`src/shared/sram_host_pkg.sv`:
```
// Constants for the host-side controller of an asynchronous 32-bit SRAM.
// Assumes a single 100 MHz clock; all pin timing is counted in its cycles.
package sram_host_pkg;

    localparam int ADDR_W  = 19;
    localparam int DATA_W  = 32;
    localparam int LANES   = 4;
    localparam int LANE_W  = 8;
    localparam int TIMER_W = 4;

    localparam int CLK_PERIOD_NS = 10;

    // Access limits for the two I/O supply options; the slower one is used.
    localparam int ACCESS_MAX_3V3_NS = 20;
    localparam int ACCESS_MAX_2V5_NS = 22;
    localparam int READ_CYCLE_MIN_NS = 22;
    localparam int GATE_ACCESS_MAX_NS = 6;
    localparam int OUTPUT_FLOAT_MAX_NS = 4;

    localparam int WRITE_PULSE_MIN_NS            = 7;
    localparam int SELECT_TO_WRITE_END_NS        = 10;
    localparam int DATA_SETUP_TO_WRITE_END_NS    = 6;
    localparam int ADDRESS_SETUP_TO_WRITE_END_NS = 12;
    localparam int WRITE_RECOVERY_MIN_NS         = 5;
    localparam int WRITE_CYCLE_MIN_NS            = 12;
    localparam int LANE_PULSE_MIN_NS             = 8;

    // Least times round up to whole cycles, never below one.
    function automatic int cycles_up(input int ns);
        int c;
        c = (ns + CLK_PERIOD_NS - 1) / CLK_PERIOD_NS;
        return (c < 1) ? 1 : c;
    endfunction

    function automatic int max2(input int a, input int b);
        return (a > b) ? a : b;
    endfunction

    localparam int READ_ACCESS_CYC = max2(cycles_up(ACCESS_MAX_2V5_NS),
                                          cycles_up(READ_CYCLE_MIN_NS));
    localparam int WRITE_PULSE_CYC = max2(
        max2(cycles_up(WRITE_PULSE_MIN_NS),
             cycles_up(ADDRESS_SETUP_TO_WRITE_END_NS)),
        max2(cycles_up(SELECT_TO_WRITE_END_NS),
             max2(cycles_up(DATA_SETUP_TO_WRITE_END_NS),
                  cycles_up(LANE_PULSE_MIN_NS))));
    localparam int WRITE_RECOVERY_CYC = max2(
        cycles_up(WRITE_RECOVERY_MIN_NS),
        cycles_up(WRITE_CYCLE_MIN_NS) - WRITE_PULSE_CYC);

    localparam logic [TIMER_W-1:0] READ_LOAD =
        TIMER_W'(READ_ACCESS_CYC - 1);
    localparam logic [TIMER_W-1:0] WRITE_LOAD =
        TIMER_W'(WRITE_PULSE_CYC - 1);
    localparam logic [TIMER_W-1:0] RECOVERY_LOAD =
        TIMER_W'(WRITE_RECOVERY_CYC - 1);

    localparam logic [LANES-1:0]  LANES_OFF  = 4'hF;
    localparam logic [ADDR_W-1:0] ADDR_RESET = 19'h00000;
    localparam logic [DATA_W-1:0] DATA_RESET = 32'h00000000;

endpackage

```
`src/design/sram_host_ctrl.sv`:
```
// Host-side sequencer for an asynchronous 32-bit SRAM with byte lanes.
// Assumes one request at a time from the user side and that the memory
// meets its own float and access limits on the shared data pins.
`timescale 1ns/1ps
// Function
// - Read: select low, lanes low, gate low, strobe high, enable high.
// - Lower the output gate one cycle after address and controls.
// - Address pins change only from a register, never glitching.
// - Frame accesses by chip select or by chip enable, chosen per access.
// - Address is stable no later than the enabling select edge.
// - Read access and read cycle last at least 22 ns.
// - Strobe low at least 7 ns; select and enable 10 ns to write end.
// - Write data set up 6 ns before write end, held past it.
// - Address valid at write start, 12 ns before its end, held after.
// - Strobe stays high at least 5 ns between write pulses.
// - Writes repeat no faster than 12 ns.
// - Lane pulse at least 8 ns with data valid 8 ns before its end.
// - Write: strobe, select and chosen lanes low with enable high.
module sram_host_ctrl (
    // Clock and reset
    input  wire logic                               mclk,
    input  wire logic                               sys_rst,
    // Framing choice
    input  wire logic                               frameWithEnable,
    // Request
    input  wire logic                               reqValid,
    output logic                                    reqReady,
    input  wire logic                               reqWrite,
    input  wire logic [sram_host_pkg::ADDR_W-1:0]   reqAddr,
    input  wire logic [sram_host_pkg::DATA_W-1:0]   reqWdata,
    input  wire logic [sram_host_pkg::LANES-1:0]    reqLanes,
    // Answer
    output logic                                    rspValid,
    output logic [sram_host_pkg::DATA_W-1:0]        rspRdata,
    // Memory control pins
    output logic [sram_host_pkg::ADDR_W-1:0]        sramAddr,
    output logic                                    chipSelectLow,
    output logic                                    chipEnable,
    output logic                                    writeStrobeLow,
    output logic                                    outputGateLow,
    output logic [sram_host_pkg::LANES-1:0]         byteLaneEnableLow,
    // Memory data pins
    input  wire logic [sram_host_pkg::DATA_W-1:0]   dataIn,
    output logic [sram_host_pkg::DATA_W-1:0]        dataOut,
    output logic                                    dataOeLow
);
    import sram_host_pkg::*;

    typedef enum logic [1:0] {
        IDLE,
        RD_ACCESS,
        WR_PULSE,
        WR_RECOVER
    } phase_t;

    typedef struct packed {
        phase_t            phase;
        logic              enFrame;
        logic [ADDR_W-1:0] addr;
        logic [LANES-1:0]  laneLow;
        logic              csLow;
        logic              ce;
        logic              weLow;
        logic              oeLow;
        logic              rspValid;
    } ctrl_t;

    localparam ctrl_t CTRL_RESET = '{
        phase:    IDLE,
        enFrame:  1'b0,
        addr:     ADDR_RESET,
        laneLow:  LANES_OFF,
        csLow:    1'b1,
        ce:       1'b1,
        weLow:    1'b1,
        oeLow:    1'b1,
        rspValid: 1'b0
    };

    ctrl_t ctrl_reg;
    ctrl_t ctrl_next;

    logic               timerLoad;
    logic [TIMER_W-1:0] timerValue;
    logic               timerExpired;
    logic               driveStart;
    logic               driveStop;
    logic               capture;
    logic               selActive;
    logic               laneActive;

    // Level of the framing pin that is not pulsed: select stays low and
    // enable idles low when enable frames, the reverse when select frames.
    function automatic logic idle_level(input logic enFrame);
        return ~enFrame;
    endfunction

    always_comb
    begin
        ctrl_next          = ctrl_reg;
        ctrl_next.rspValid = 1'b0;
        timerLoad          = 1'b0;
        timerValue         = READ_LOAD;
        driveStart         = 1'b0;
        driveStop          = 1'b0;
        capture            = 1'b0;
        case (ctrl_reg.phase)
            IDLE:
            begin
                if (reqValid)
                begin
                    ctrl_next.enFrame = frameWithEnable;
                    ctrl_next.addr    = reqAddr;
                    ctrl_next.laneLow = ~reqLanes;
                    ctrl_next.csLow   = 1'b0;
                    ctrl_next.ce      = 1'b1;
                    timerLoad         = 1'b1;
                    if (reqWrite)
                    begin
                        ctrl_next.weLow = 1'b0;
                        driveStart      = 1'b1;
                        timerValue      = WRITE_LOAD;
                        ctrl_next.phase = WR_PULSE;
                    end
                    else
                    begin
                        timerValue      = READ_LOAD;
                        ctrl_next.phase = RD_ACCESS;
                    end
                end
            end
            RD_ACCESS:
            begin
                ctrl_next.oeLow = 1'b0;
                if (timerExpired)
                begin
                    capture            = 1'b1;
                    ctrl_next.oeLow    = 1'b1;
                    ctrl_next.csLow    = idle_level(ctrl_reg.enFrame);
                    ctrl_next.ce       = idle_level(ctrl_reg.enFrame);
                    ctrl_next.laneLow  = LANES_OFF;
                    ctrl_next.rspValid = 1'b1;
                    ctrl_next.phase    = IDLE;
                end
            end
            WR_PULSE:
            begin
                if (timerExpired)
                begin
                    ctrl_next.weLow   = 1'b1;
                    ctrl_next.csLow   = idle_level(ctrl_reg.enFrame);
                    ctrl_next.ce      = idle_level(ctrl_reg.enFrame);
                    ctrl_next.laneLow = LANES_OFF;
                    timerLoad         = 1'b1;
                    timerValue        = RECOVERY_LOAD;
                    ctrl_next.phase   = WR_RECOVER;
                end
            end
            WR_RECOVER:
            begin
                // Data held after.
                // Data keeps driving here, which gives hold after the
                // terminating edge at the cost of one cycle per write.
                if (timerExpired)
                begin
                    driveStop          = 1'b1;
                    ctrl_next.rspValid = 1'b1;
                    ctrl_next.phase    = IDLE;
                end
            end
            default:
            begin
                ctrl_next = CTRL_RESET;
            end
        endcase
    end

    always_ff @(posedge mclk or posedge sys_rst)
    begin
        if (sys_rst)
        begin
            ctrl_reg <= CTRL_RESET;
        end
        else
        begin
            ctrl_reg <= ctrl_next;
        end
    end

    sram_op_timer u_timer (
        .mclk      (mclk),
        .sys_rst   (sys_rst),
        .load      (timerLoad),
        .loadValue (timerValue),
        .expired   (timerExpired)
    );

    sram_data_port u_data (
        .mclk         (mclk),
        .sys_rst      (sys_rst),
        .driveStart   (driveStart),
        .driveStop    (driveStop),
        .capture      (capture),
        .captureLanes (~ctrl_reg.laneLow),
        .wrData       (reqWdata),
        .rdData       (rspRdata),
        .pinDataIn    (dataIn),
        .pinDataOut   (dataOut),
        .pinDataOeLow (dataOeLow)
    );

    assign reqReady          = (ctrl_reg.phase == IDLE);
    assign rspValid          = ctrl_reg.rspValid;
    assign sramAddr          = ctrl_reg.addr;
    assign chipSelectLow     = ctrl_reg.csLow;
    assign chipEnable        = ctrl_reg.ce;
    assign writeStrobeLow    = ctrl_reg.weLow;
    assign outputGateLow     = ctrl_reg.oeLow;
    assign byteLaneEnableLow = ctrl_reg.laneLow;

    assign selActive  = ~chipSelectLow & chipEnable;
    assign laneActive = (byteLaneEnableLow != LANES_OFF);

    a_read_controls: assert property (
        @(posedge mclk) disable iff (sys_rst)
        !outputGateLow |-> !chipSelectLow && chipEnable && writeStrobeLow)
        else $error("Read gate low without read controls.");

    a_gate_delay: assert property (
        @(posedge mclk) disable iff (sys_rst)
        $fell(outputGateLow) |-> $past(selActive) && writeStrobeLow)
        else $error("Output gate fell before select was active.");

    a_addr_change: assert property (
        @(posedge mclk) disable iff (sys_rst)
        $changed(sramAddr) |-> $rose(selActive))
        else $error("Address changed outside an access start.");

    a_frame_style: assert property (
        @(posedge mclk) disable iff (sys_rst)
        ctrl_reg.enFrame ? !chipSelectLow : chipEnable)
        else $error("Idle framing pin moved.");

    a_read_access: assert property (
        @(posedge mclk) disable iff (sys_rst)
        $rose(selActive) && writeStrobeLow
            |-> selActive[*3] ##1 (!selActive && rspValid))
        else $error("Read access shorter or longer than three cycles.");

    a_wr_pulse: assert property (
        @(posedge mclk) disable iff (sys_rst)
        $fell(writeStrobeLow)
            |-> (!writeStrobeLow && selActive)[*2] ##1 writeStrobeLow)
        else $error("Write pulse not two cycles with select.");

    a_wr_data: assert property (
        @(posedge mclk) disable iff (sys_rst)
        !writeStrobeLow |-> !dataOeLow ##1 (!dataOeLow && $stable(dataOut)))
        else $error("Write data not held across the pulse.");

    a_addr_hold: assert property (
        @(posedge mclk) disable iff (sys_rst)
        !writeStrobeLow |=> $stable(sramAddr))
        else $error("Address moved during or at end of write.");

    a_wr_recovery: assert property (
        @(posedge mclk) disable iff (sys_rst)
        $rose(writeStrobeLow) |-> writeStrobeLow[*2])
        else $error("Write strobe high time too short.");

    a_lane_pulse: assert property (
        @(posedge mclk) disable iff (sys_rst)
        $rose(laneActive) |-> laneActive[*2])
        else $error("Lane enable pulse shorter than two cycles.");

    a_wr_controls: assert property (
        @(posedge mclk) disable iff (sys_rst)
        !writeStrobeLow |-> !chipSelectLow && chipEnable && outputGateLow)
        else $error("Write strobe low without write controls.");

    a_bus_turn: assert property (
        @(posedge mclk) disable iff (sys_rst)
        !dataOeLow |-> outputGateLow && $past(outputGateLow))
        else $error("Host drives data while memory may drive.");

endmodule

```
`src/design/sram_op_timer.sv`:
```
// Down-counter that times each phase of a memory access.
// Assumes the controller loads it at the start of every timed phase.
`timescale 1ns/1ps
module sram_op_timer (
    // Clock and reset
    input  wire logic                               mclk,
    input  wire logic                               sys_rst,
    // Load and status
    input  wire logic                               load,
    input  wire logic [sram_host_pkg::TIMER_W-1:0]  loadValue,
    output logic                                    expired
);
    import sram_host_pkg::*;

    typedef struct packed {
        logic [TIMER_W-1:0] count;
    } timer_t;

    timer_t timer_reg;
    timer_t timer_next;

    always_comb
    begin
        timer_next = timer_reg;
        if (load)
        begin
            timer_next.count = loadValue;
        end
        else if (timer_reg.count != '0)
        begin
            timer_next.count = TIMER_W'(timer_reg.count - 1'b1);
        end
    end

    always_ff @(posedge mclk or posedge sys_rst)
    begin
        if (sys_rst)
        begin
            timer_reg <= '0;
        end
        else
        begin
            timer_reg <= timer_next;
        end
    end

    assign expired = (timer_reg.count == '0);

endmodule

```
`src/design/sram_data_port.sv`:
```
// Data pin stage: drives write data and captures read data per byte lane.
// Assumes the controller keeps drive off whenever the output gate is low.
`timescale 1ns/1ps
module sram_data_port (
    // Clock and reset
    input  wire logic                               mclk,
    input  wire logic                               sys_rst,
    // Control from the sequencer
    input  wire logic                               driveStart,
    input  wire logic                               driveStop,
    input  wire logic                               capture,
    input  wire logic [sram_host_pkg::LANES-1:0]    captureLanes,
    input  wire logic [sram_host_pkg::DATA_W-1:0]   wrData,
    output logic [sram_host_pkg::DATA_W-1:0]        rdData,
    // Data pins
    input  wire logic [sram_host_pkg::DATA_W-1:0]   pinDataIn,
    output logic [sram_host_pkg::DATA_W-1:0]        pinDataOut,
    output logic                                    pinDataOeLow
);
    import sram_host_pkg::*;

    typedef struct packed {
        logic [DATA_W-1:0] dataOut;
        logic              oeLow;
        logic [DATA_W-1:0] rdData;
    } port_t;

    port_t port_reg;
    port_t port_next;

    always_comb
    begin
        port_next = port_reg;
        if (driveStart)
        begin
            port_next.dataOut = wrData;
            port_next.oeLow   = 1'b0;
        end
        else if (driveStop)
        begin
            port_next.oeLow = 1'b1;
        end
        if (capture)
        begin
            // Disabled lanes float.
            // A lane left out of the read floats, so it returns zero.
            for (int i = 0; i < LANES; i++)
            begin
                port_next.rdData[i*LANE_W +: LANE_W] = captureLanes[i] ?
                    pinDataIn[i*LANE_W +: LANE_W] : '0;
            end
        end
    end

    always_ff @(posedge mclk or posedge sys_rst)
    begin
        if (sys_rst)
        begin
            port_reg <= '{dataOut: DATA_RESET, oeLow: 1'b1,
                          rdData: DATA_RESET};
        end
        else
        begin
            port_reg <= port_next;
        end
    end

    assign pinDataOut   = port_reg.dataOut;
    assign pinDataOeLow = port_reg.oeLow;
    assign rdData       = port_reg.rdData;

endmodule

```
`config.mk`:
```
export PLATFORM = sky130hd
export DESIGN_NAME = sram_host_ctrl
export DESIGN_NICKNAME = d
export VERILOG_FILES = /design/src/shared/sram_host_pkg.sv /design/src/design/sram_host_ctrl.sv /design/src/design/sram_op_timer.sv /design/src/design/sram_data_port.sv
export SDC_FILE = /design/constraint.sdc
export NUM_CORES = 1
export LEC_CHECK = 0
export ABC_CLOCK_PERIOD_IN_PS = 10200
export BUFFER_PORTS_ARGS = -buffer_cell sky130_fd_sc_hd__buf_2
export CAP_MARGIN = 10
export CORE_UTILIZATION = 51
export DETAILED_ROUTE_END_ITERATION = 10
export PLACE_DENSITY = 0.82
export SLEW_MARGIN = 10
export SYNTH_ARGS = -nofsm -noshare
export SYNTH_HDL_FRONTEND = slang
export SYNTH_SLANG_ARGS = --single-unit
```
`constraint.sdc`:
```
create_clock -name mclk -period 10.2 [get_ports mclk]
set_clock_uncertainty 0.15 [all_clocks]
set_input_delay 1.53 -clock mclk [delete_from_list [all_inputs] [get_ports mclk]]
set_output_delay 1.53 -clock mclk [all_outputs]
set_load 0.005 [all_outputs]
```
* After elaboration in Yosys (flattened, before gate mapping)
Cells that the tools add are included.
** Cells by class
- Add/subtract/negate cells :: 1
- Eq/ne operators :: 8
- Multiplexer cells :: 32
- Bitwise gates (word level) :: 3
- Reduce and logical (&&, ||, !) cells :: 12
** Operators by type and width (count)
- 8-bit two-way mux :: 4
- 29-bit two-way mux :: 1
- 6-bit one-hot mux with 3 select lines :: 1
- 2-bit two-way mux :: 6
- 4-bit two-way mux :: 3
- 1-bit two-way mux :: 10
- 4-bit NOT :: 2
- 4-bit one-hot mux with 2 select lines :: 1
- 4-bit AND reduction :: 2
- 7-bit two-way mux :: 1
- 6-bit two-way mux :: 1
- 2-bit != test, second input constant :: 3
- 1-bit one-hot mux with 2 select lines :: 3
- 2-bit one-hot mux with 3 select lines :: 1
- 2-bit nonzero test :: 3
- 2-bit == test, second input constant :: 2
- 4-bit logical NOT :: 1
- 2-bit by 1-bit != test with 1-bit output, second input constant :: 2
- 4-bit nonzero test :: 1
- 4-bit by 1-bit subtractor with 4-bit output, second input constant :: 1
- 3-bit AND reduction :: 1
- 3-bit nonzero test :: 1
- 2-bit by 1-bit == test with 1-bit output, second input constant :: 1
- 2-bit logical NOT :: 1
- 3 further kinds :: 3
** Word-level totals
- Register bits after elaboration :: 100
- Input bits :: 92
- Output and inout port bits :: 94
- Word-level logic and storage cells :: 69

* Depth between registers and ports, before layout
Gate-level depths: netlist of run 1.
- Word-level depth :: 5
- Mapped depth :: 7
- Mapped depth without buffers :: 5

* Hierarchy
A second synthesis of run 1 with hierarchy kept.
** Second synthesis, totals
- Cells, all modules :: 309
- Area, all modules :: 4405.5 um^2
** By module, submodules not included
- sram_data_port :: times used 1, cells an instance 148, area an instance 2523.7 um^2, sequential area each 1627.8 um^2
- sram_host_ctrl :: times used 1, cells an instance 138, area an instance 1645.3 um^2, sequential area each 785.8 um^2
- sram_op_timer :: times used 1, cells an instance 23, area an instance 236.5 um^2, sequential area each 100.1 um^2

* Worst setup path after synthesis of run 1
Ideal clock, no wire load.
- Path kind :: input to register
- Start point :: input port reqValid
- End point :: register ctrl_reg[28] (netlist name)
- Library setup time :: 0.128 ns
- Arrival :: 2.506 ns
- Data required time :: 9.922 ns
- Slack :: 7.416 ns
- Stages on the path :: 5
- Path buffers :: 3
- Cells stage by stage :: buf_2 and2_1 buf_2 buf_2 mux2_1
** Between the ends
- Longest elaborated chain between the ends :: 1
** RTL lines
- start: declaration :: RTL line sram_host_ctrl.sv:26 : input wire logic reqValid,
- 2-bit AND reduction (no source line)
- end signal: assignment :: RTL line sram_host_ctrl.sv:186 : ctrl_reg <= ctrl_next;
- end: declaration :: RTL line sram_host_ctrl.sv:80 : ctrl_t ctrl_reg;
Every way passes these cells.
A chain may end at the register's enable or synchronous reset.

* Worst setup path in the final report of run 1
- Start point :: register ctrl_reg[29] (netlist name)
- End point :: output port reqReady
** Between the ends
- Longest elaborated chain between the ends :: 1
** RTL lines
- 2-bit logical NOT :: RTL line sram_host_ctrl.sv:212 : assign reqReady = (ctrl_reg.phase == IDLE);
- end: declaration :: RTL line sram_host_ctrl.sv:27 : output logic reqReady,
Every way passes these cells.

==> impl_metrics.tcl, run 1 <==
set metrics [dict create \
    synth.most_common_cell "dfrtp_1" \
    ys.flop_type "dfrtp_1" \
    cts-root-buf "clkbuf_8" \
    power_density_nw_per_um2 284.7 \
    die_h_um 93.10 \
    multi_input_area_um2 1435 \
    wl_per_cell_um 14.20 \
    n_antenna_cell 0 \
    switchingPower_uw 510.1 \
    grt.met2_usage_pct 38.73 \
    holdCritPathClass "reg -> reg" \
    internal_power_uw 993.7 \
    synth_top_area_share_pct 53.80 \
    drt_iter0_markers 70 \
    regArea_um2 2514 \
    muxShareOfSynthArea_pct 15.99 \
    cts_setup_buffers 0 \
    synth_area_um2 4233 \
    max_freq_mhz 324.6 \
    synth_fa_ha_area_share_pct 1.774 \
    drv_cap 0 \
    fin_nets 618 \
    clk_latency_ns 0.35 \
    drive_above_1_share_pct 42.67 \
    arrival_ns 1.40 \
    syn_avg_cell_area_um2 11.79 \
    placed_cell_area_um2 5080 \
    synth.net_count 457 \
    critical_path_class "reg -> out" \
    start_util_pct 53.66 \
    chipWidth_um 93.10 \
    finalSetupViolCount 0 \
    grt_max_degree 67 \
    synth_compound_area_share_pct 6.355 \
    drc 0 \
    ys_seq_elements 100 \
    cts_tree "done" \
    slew_headroom_pct 23.67 \
    cp_cell_sequence "inv_1 -> ha_1 -> buf_2" \
    grt_pass1_vias 3105 \
    synth_top_family_by_area "multiplexers" \
    track_usage_pct 21.52 \
    wirelength_mm 8.901 \
    min_period_ns 3.080 \
    power_frac_comb_pct 37.8 \
    swShare_pct 33.92 \
    cts_buffer_depth 2 \
    cts_made_buffers 9 \
    busiest_layer "met2" \
    required_ns 8.52 \
    overflow 0 \
    antenna_found_initial 0 \
    synth_warnings 0 \
    dp_hpwl_mm 6.554 \
    cpPeakStageDelay_ns 0.44 \
    cpMaxStageDelayCell "dfrtp_1" \
    hold_slack_ns 0.3342 \
    synthCells 359 \
    use_met3_pct 3.984 \
    status "finished, final reports clean" \
    power_frac_clock_pct 17.1 \
    cts.repair.resized 0 \
    crit_fanout 8 \
    worst_slack_ns 7.120 \
    irDropWorstVdd_mv 0.1159 \
    tightest_slew_ns 1.145 \
    synth_common_cells "91 x dfrtp_1, 70 x nand2_1, 49 x mux2_1, 33 x o21ai_1, 23 x buf_4" \
    fin_util_pct 66.96 \
    finalHoldViolations 0 \
    fin_tns_setup_ns 0 \
    num_vias 3082 \
    path_clk_slew_ns 0.09 \
    numClockSinks 100 \
    firstDrtPassIters 4 \
    rsz0062_at_grt "no" \
    synth.distinct_cells 36 \
    place_ws_ns 6.774 \
    p_leak_uw 0.002728 \
    io_buffers 185 \
    yosysTopAreaCell "dfrtp_1" \
    hold_buffers 0 \
    final_antenna_net_count 0 \
    yosys-top-cells-area "dfrtp_1 54%, mux2_1 13%, nand2_1 6.2%, dfstp_2 5.6%, buf_4 4.1%" \
    grt_pass1_wl_mm 14.53 \
    rrSetupSlack_ns 7.66 \
    ys_seq_area_share_pct 59.39 \
    design_area_um2 5281 \
    synth_edf_count 0 \
    yosys.area_share.xor_xnor_pct 0.2069 \
    endpoint_kind "output pin" \
    p_seq_share_pct 45.1 \
    synthArstFlopShare_pct 100.0 \
    finalCritPeriodShare_pct 30.20 \
    use_met1_pct 25.30 \
    via_per_inst 4.915 \
    coreArea_um2 7888 \
    num_rows 32 \
    final.fill_count 637 \
    die_area_um2 8668 \
    crit_path_start_kind "flip-flop" \
    io_pins 186 \
    drv_slew 0 \
    gp_congestion 0.7980 \
    syn_to_final_growth_pct 24.77 \
    htreeDepth 3 \
    yosys.area_share.simple_pct 9.341 \
]
cells in the final DEF, fill, tap and decap left out, types with 3 or more instances in the layout:
cell type and count:
a21oi_1 8, buf_2 185, clkbuf_8 10, clkinv_1 4
dfrtp_1 91, dfstp_2 9, ha_1 6, inv_1 11
mux2_1 49, mux2_2 4, mux2i_1 5, nand2_1 70
nor2_1 4, nor3_1 3, o21ai_1 33
critical path: cells and delay by family, from the launching register on:
kind                     cells  cell delay, ns
adder cells (fa/ha/maj)      1            0.30
buffers and inverters        2            0.30
flip-flops                   1            0.44
metal layers:
layer  wire (µm)  vias up
met5           0        -
met4         175        0
met3         435       16
met2        4663      101
met1        3627     1470
li1            -     1495
per-stage QoR:
| stage | power, µW | std cells |
|---|---|---|
| floorplan | 1058 | 359 |
| global placement | 1225 | 611 |
| detailed placement | 1262 | 611 |
| CTS | 1523 | 627 |
| global route | 1616 | 627 |
| finish | 1504 | 627 |
worst paths after layout:
check,from,endpoint,cells past startpoint
setup reg to reg,ctrl_reg[29],u_timer.timer_reg[1],5
hold / removal,outputGateLow,outputGateLow,2
min in group asynchronous,sys_rst,sramAddr[13],2
hold reg to reg,outputGateLow,outputGateLow,2
setup / recovery,ctrl_reg[29],reqReady,3
max in group asynchronous,sys_rst,u_data.pinDataOut[12],3
area by class of cell:
class / count / area share (%)
sequential: 100 / 47.60
clock inverter: 5 / 1.137
timing repair buffer: 187 / 17.82
tap: 102 / 2.416
multi-input combinational: 206 / 27.17
inverter: 16 / 1.185
clock buffer: 11 / 2.677
cells by family after synthesis:
logic type / after synthesis
AO/OA/AOI/OAI: 48
XOR/XNOR: 1
adder cells (fa/ha/maj): 6
buffers and inverters: 53
flip-flops: 100
multiplexers: 60
AND/OR/NAND/NOR: 91
power by group through the flow:
| stage | clock network [µW] | logic [µW] | registers (µW) |
|---|---|---|---|
| floorplan | 0 | 368 | 689 |
| global placement | 0 | 549 | 676 |
| detailed placement | 0 | 576 | 686 |
| CTS | 264 | 578 | 680 |
| global route | 278 | 636 | 702 |
| finish | 257 | 568 | 678 |
(Power assumes the default switching activity.)
==> inputs of run 2 (changes only) <==
Settings changed: ABC_CLOCK_PERIOD_IN_PS 10200 to 2700, CORE_UTILIZATION 51 to 43, PLACE_DENSITY 0.82 to 0.74.
Clock period 10.2 ns to 2.7 ns, I/O delays scaled along.
==> impl_metrics.tcl, run 2 (same netlist as run 1, synthesis figures left out) <==
set metrics [dict create \
    p_seq_share_pct 44.9 \
    placed_cell_area_um2 5182 \
    drive_above_1_share_pct 43.29 \
    power_frac_comb_pct 37.9 \
    fin_util_pct 57.50 \
    syn_to_final_growth_pct 27.31 \
    num_rows 35 \
    wirelength_mm 9.036 \
    io_pins 186 \
    cp_cell_sequence "inv_1 -> ha_1 -> nand4bb_2 -> buf_12 -> nand2_1 -> o21ai_1" \
    overflow 0 \
    dp_hpwl_mm 6.838 \
    io_buffers 185 \
    endpoint_kind "flip-flop" \
    internal_power_uw 3780 \
    path_buf_inv 2 \
    wl_per_cell_um 13.73 \
    finalCritPeriodShare_pct 85.99 \
    cts_buffer_depth 2 \
    crit_path_start_kind "flip-flop" \
    worst_slack_ns 0.3784 \
    numClockSinks 100 \
    firstDrtPassIters 4 \
    max_freq_mhz 430.7 \
    hold_buffers 0 \
    min_period_ns 2.322 \
    fin_tns_setup_ns 0 \
    drv_slew 0 \
    r2r-start "ctrl_reg[30]" \
    grt_max_degree 37 \
    switchingPower_uw 1924 \
    cts_made_buffers 9 \
    coreArea_um2 9371 \
    path_clk_slew_ns 0.09 \
    drv_cap 0 \
    fin_nets 622 \
    cts.repair.resized 0 \
    tightest_slew_ns 0.8649 \
    grt_pass1_wl_mm 14.52 \
    final_antenna_net_count 0 \
    drc 0 \
    critical_path_class "reg -> reg" \
    cts_tree "done" \
    hold_slack_ns 0.02736 \
    rrSetupSlack_ns 0.38 \
    required_ns 2.79 \
    drt_iter0_markers 69 \
    die_area_um2 10240 \
    mostFrequentLayoutCells "185 x buf_2, 91 x dfrtp_1, 70 x nand2_1" \
    grt_pass1_vias 3132 \
    reg2reg_to "u_data.rdData[28]" \
    final.fill_count 842 \
    slew_headroom_pct 42.31 \
    crit_path_start "ctrl_reg[30]" \
    start_util_pct 45.17 \
    rsz0062_at_grt "no" \
    power_frac_clock_pct 17.2 \
    num_vias 3110 \
    arrival_ns 2.41 \
    chipWidth_um 101.2 \
    design_area_um2 5389 \
    track_usage_pct 18.09 \
    cts-root-buf "clkbuf_8" \
    critPathTopFamily "simple AND/OR/NAND/NOR gates" \
    swShare_pct 33.73 \
    place_ws_ns 0.3675 \
    holdCritPathClass "in -> async" \
    cpPeakStageDelay_ns 0.71 \
    n_antenna_cell 0 \
    crit_fanout 35 \
    final_common_cell "buf_2" \
    cts_setup_buffers 0 \
    p_leak_uw 0.002763 \
    power_density_nw_per_um2 1058 \
    gp_congestion 0.8279 \
    cpMaxStageDelayCell "nand4bb_2" \
    finalSetupViolCount 0 \
    irDropWorstVdd_mv 0.4915 \
    die_h_um 101.2 \
    reg2reg_depth 6 \
    status "finished, final reports clean" \
    clk_latency_ns 0.35 \
    finalHoldViolations 0 \
    htreeDepth 3 \
    via_per_inst 4.726 \
    antenna_found_initial 0 \
]
run 2: cell type report:
type / instances / area, µm² / share of cell area, %
Clock buffer: 10 / 137.6 / 2.554
Clock inverter: 6 / 68.82 / 1.277
Inverter: 16 / 63.81 / 1.184
Multi-Input combinational cell: 206 / 1435 / 26.63
Sequential cell: 100 / 2514 / 46.64
Tap cell: 129 / 161.4 / 2.995
Timing Repair Buffer: 191 / 1008 / 18.71
run 2: worst max path at each step:
stage / to / slack [ns] / cells after the start
after floorplan: chipEnable / 0.68 / 5
after global placement: u_data.rdData[8] / 0.48 / 6
after detailed placement: u_data.rdData[27] / 0.37 / 6
after CTS: u_data.rdData[29] / 0.37 / 6
after global routing: u_data.rdData[28] / 0.16 / 6
final: u_data.rdData[28] / 0.38 / 6
run 2: per-stage QoR:
stage	total power (µW)	std cells
floorplan	3996	359
global placement	4685	642
detailed placement	4795	642
CTS	5797	658
global route	6152	658
finish	5704	658
run 2: metal layers:
metal,vias to the layer above,track usage [%],wire length [µm]
met5,-,0,0
met4,0,6.020,91
met3,8,4.555,653
met2,114,30.66,4365
met1,1484,22.69,3925
li1,1504,-,-
run 2: power groups by stage:
stage                     logic [µW]  registers, µW  clock network (µW)
after floorplan                 1390           2600                   0
after global placement          2120           2560                   0
final                           2160           2560                 980
after detailed placement        2200           2600                   0
after global routing            2430           2650                1070
after CTS                       2200           2570                1020
==> inputs of run 3 (changes only) <==
Settings changed: CORE_UTILIZATION 43 to 30, PLACE_DENSITY 0.74 to 0.54.
==> impl_metrics.tcl, run 3 (same netlist as run 1, synthesis figures left out) <==
set metrics [dict create \
    status "finished, final reports clean" \
    reg2reg_to "chipEnable" \
    final_antenna_net_count 0 \
    cpMaxStageDelayCell "or3b_4" \
    reg2reg_depth 5 \
    overflow 0 \
    cts_made_buffers 9 \
    crit_path_start "u_timer.timer_reg[0]" \
    die_h_um 120.8 \
    design_area_um2 5525 \
    power_density_nw_per_um2 1080 \
    drc 0 \
    rsz0062_at_grt "no" \
    io_buffers 185 \
    endpoint_kind "flip-flop" \
    dp_hpwl_mm 6.717 \
    firstDrtPassIters 4 \
    cp_cell_sequence "inv_1 -> ha_1 -> or3b_4 -> a211oi_4 -> mux2_4" \
    r2r-start "u_timer.timer_reg[0]" \
    drt_iter0_markers 186 \
    cts_buffer_depth 2 \
    irDropWorstVdd_mv 0.3506 \
    wl_per_cell_um 12.48 \
    tightest_slew_ns 0.6751 \
    slew_headroom_pct 54.90 \
    grt_max_degree 67 \
    n_antenna_cell 0 \
    track_usage_pct 12.80 \
    hold_buffers 0 \
    cts_setup_buffers 0 \
    via_per_inst 4.345 \
    path_clk_slew_ns 0.06 \
    wirelength_mm 8.826 \
    crit_fanout 6 \
    htreeDepth 3 \
    die_area_um2 14590 \
    fin_tns_setup_ns 0 \
    syn_to_final_growth_pct 30.54 \
    crit_path_start_kind "flip-flop" \
    worst_slack_ns 0.5217 \
    crit_end "chipEnable" \
    final_common_cell "buf_2" \
    p_leak_uw 0.002799 \
    finalHoldViolations 0 \
    grt_pass1_vias 3075 \
    placed_cell_area_um2 5234 \
    cpPeakStageDelay_ns 0.44 \
    drive_above_1_share_pct 42.88 \
    path_buf_inv 1 \
    critical_path_class "reg -> reg" \
    chipWidth_um 120.8 \
    coreArea_um2 13830 \
    min_period_ns 2.178 \
    drv_cap 0 \
    finalCritPeriodShare_pct 80.68 \
    fin_util_pct 39.96 \
    drv_slew 0 \
    start_util_pct 30.61 \
    num_rows 43 \
    cts_tree "done" \
    arrival_ns 2.30 \
    clk_latency_ns 0.34 \
    fin_nets 622 \
    cts.repair.resized 0 \
    gp_congestion 0.7314 \
    cp.depth 5 \
    required_ns 2.82 \
    io_pins 186 \
    holdCritPathClass "in -> async" \
    finalSetupViolCount 0 \
    antenna_found_initial 0 \
    num_vias 3072 \
    hold_slack_ns 0.01432 \
    numClockSinks 100 \
    critPathTopFamily "simple AND/OR/NAND/NOR gates" \
    max_freq_mhz 459.1 \
    mostFrequentLayoutCells "185 x buf_2, 91 x dfrtp_1, 70 x nand2_1" \
    grt_pass1_wl_mm 14.56 \
    rrSetupSlack_ns 0.52 \
    place_ws_ns 0.5182 \
    cts-root-buf "clkbuf_16" \
]
run 3: worst min path at each step:
stage | to | slack [ns] | cells after the start
after floorplan | u_data.pinDataOeLow | 0.31 | 1
after global placement | u_data.rdData[12] | 0.31 | 2
after detailed placement | outputGateLow | 0.31 | 2
after CTS | rspValid | 0.03 | 2
after global routing | rspValid | 0.06 | 2
final | rspValid | 0.01 | 2
run 3: metrics by stage:
stage	instances	power (µW)
2_1_floorplan	359	3996
3_3_place_gp	693	4712
3_5_place_dp	693	4788
4_1_cts	707	6091
5_1_grt	707	6483
6_report	707	5966
run 3: final cells by class:
| type | instances | area (µm²) |
|---|---|---|
| sequential | 100 | 2514 |
| clock buffer | 12 | 256.5 |
| tap | 180 | 225.2 |
| clock inverter | 2 | 35.03 |
| timing repair buffer | 191 | 996.0 |
| fill | 1368 | 8302 |
| multi-input combinational | 206 | 1435 |
| inverter | 16 | 63.81 |
run 3: routing by layer:
metal / global-route usage (%) / vias up / part of all wire, %
met5: 0 / - / 0
met4: 6.944 / 0 / 2.5
met3: 3.019 / 16 / 7.0
met2: 19.25 / 116 / 45
met1: 16.96 / 1434 / 45
li1: - / 1506 / -
run 3: where the power goes:
group / switching, µW / total, µW / internal [µW] / leakage (µW)
combinational: 1030 / 2130 / 1100 / 0.00145
sequential: 348 / 2570 / 2220 / 0.00121
clock: 507 / 1260 / 757 / 0.000145
total: 1890 / 5970 / 4080 / 0.00280
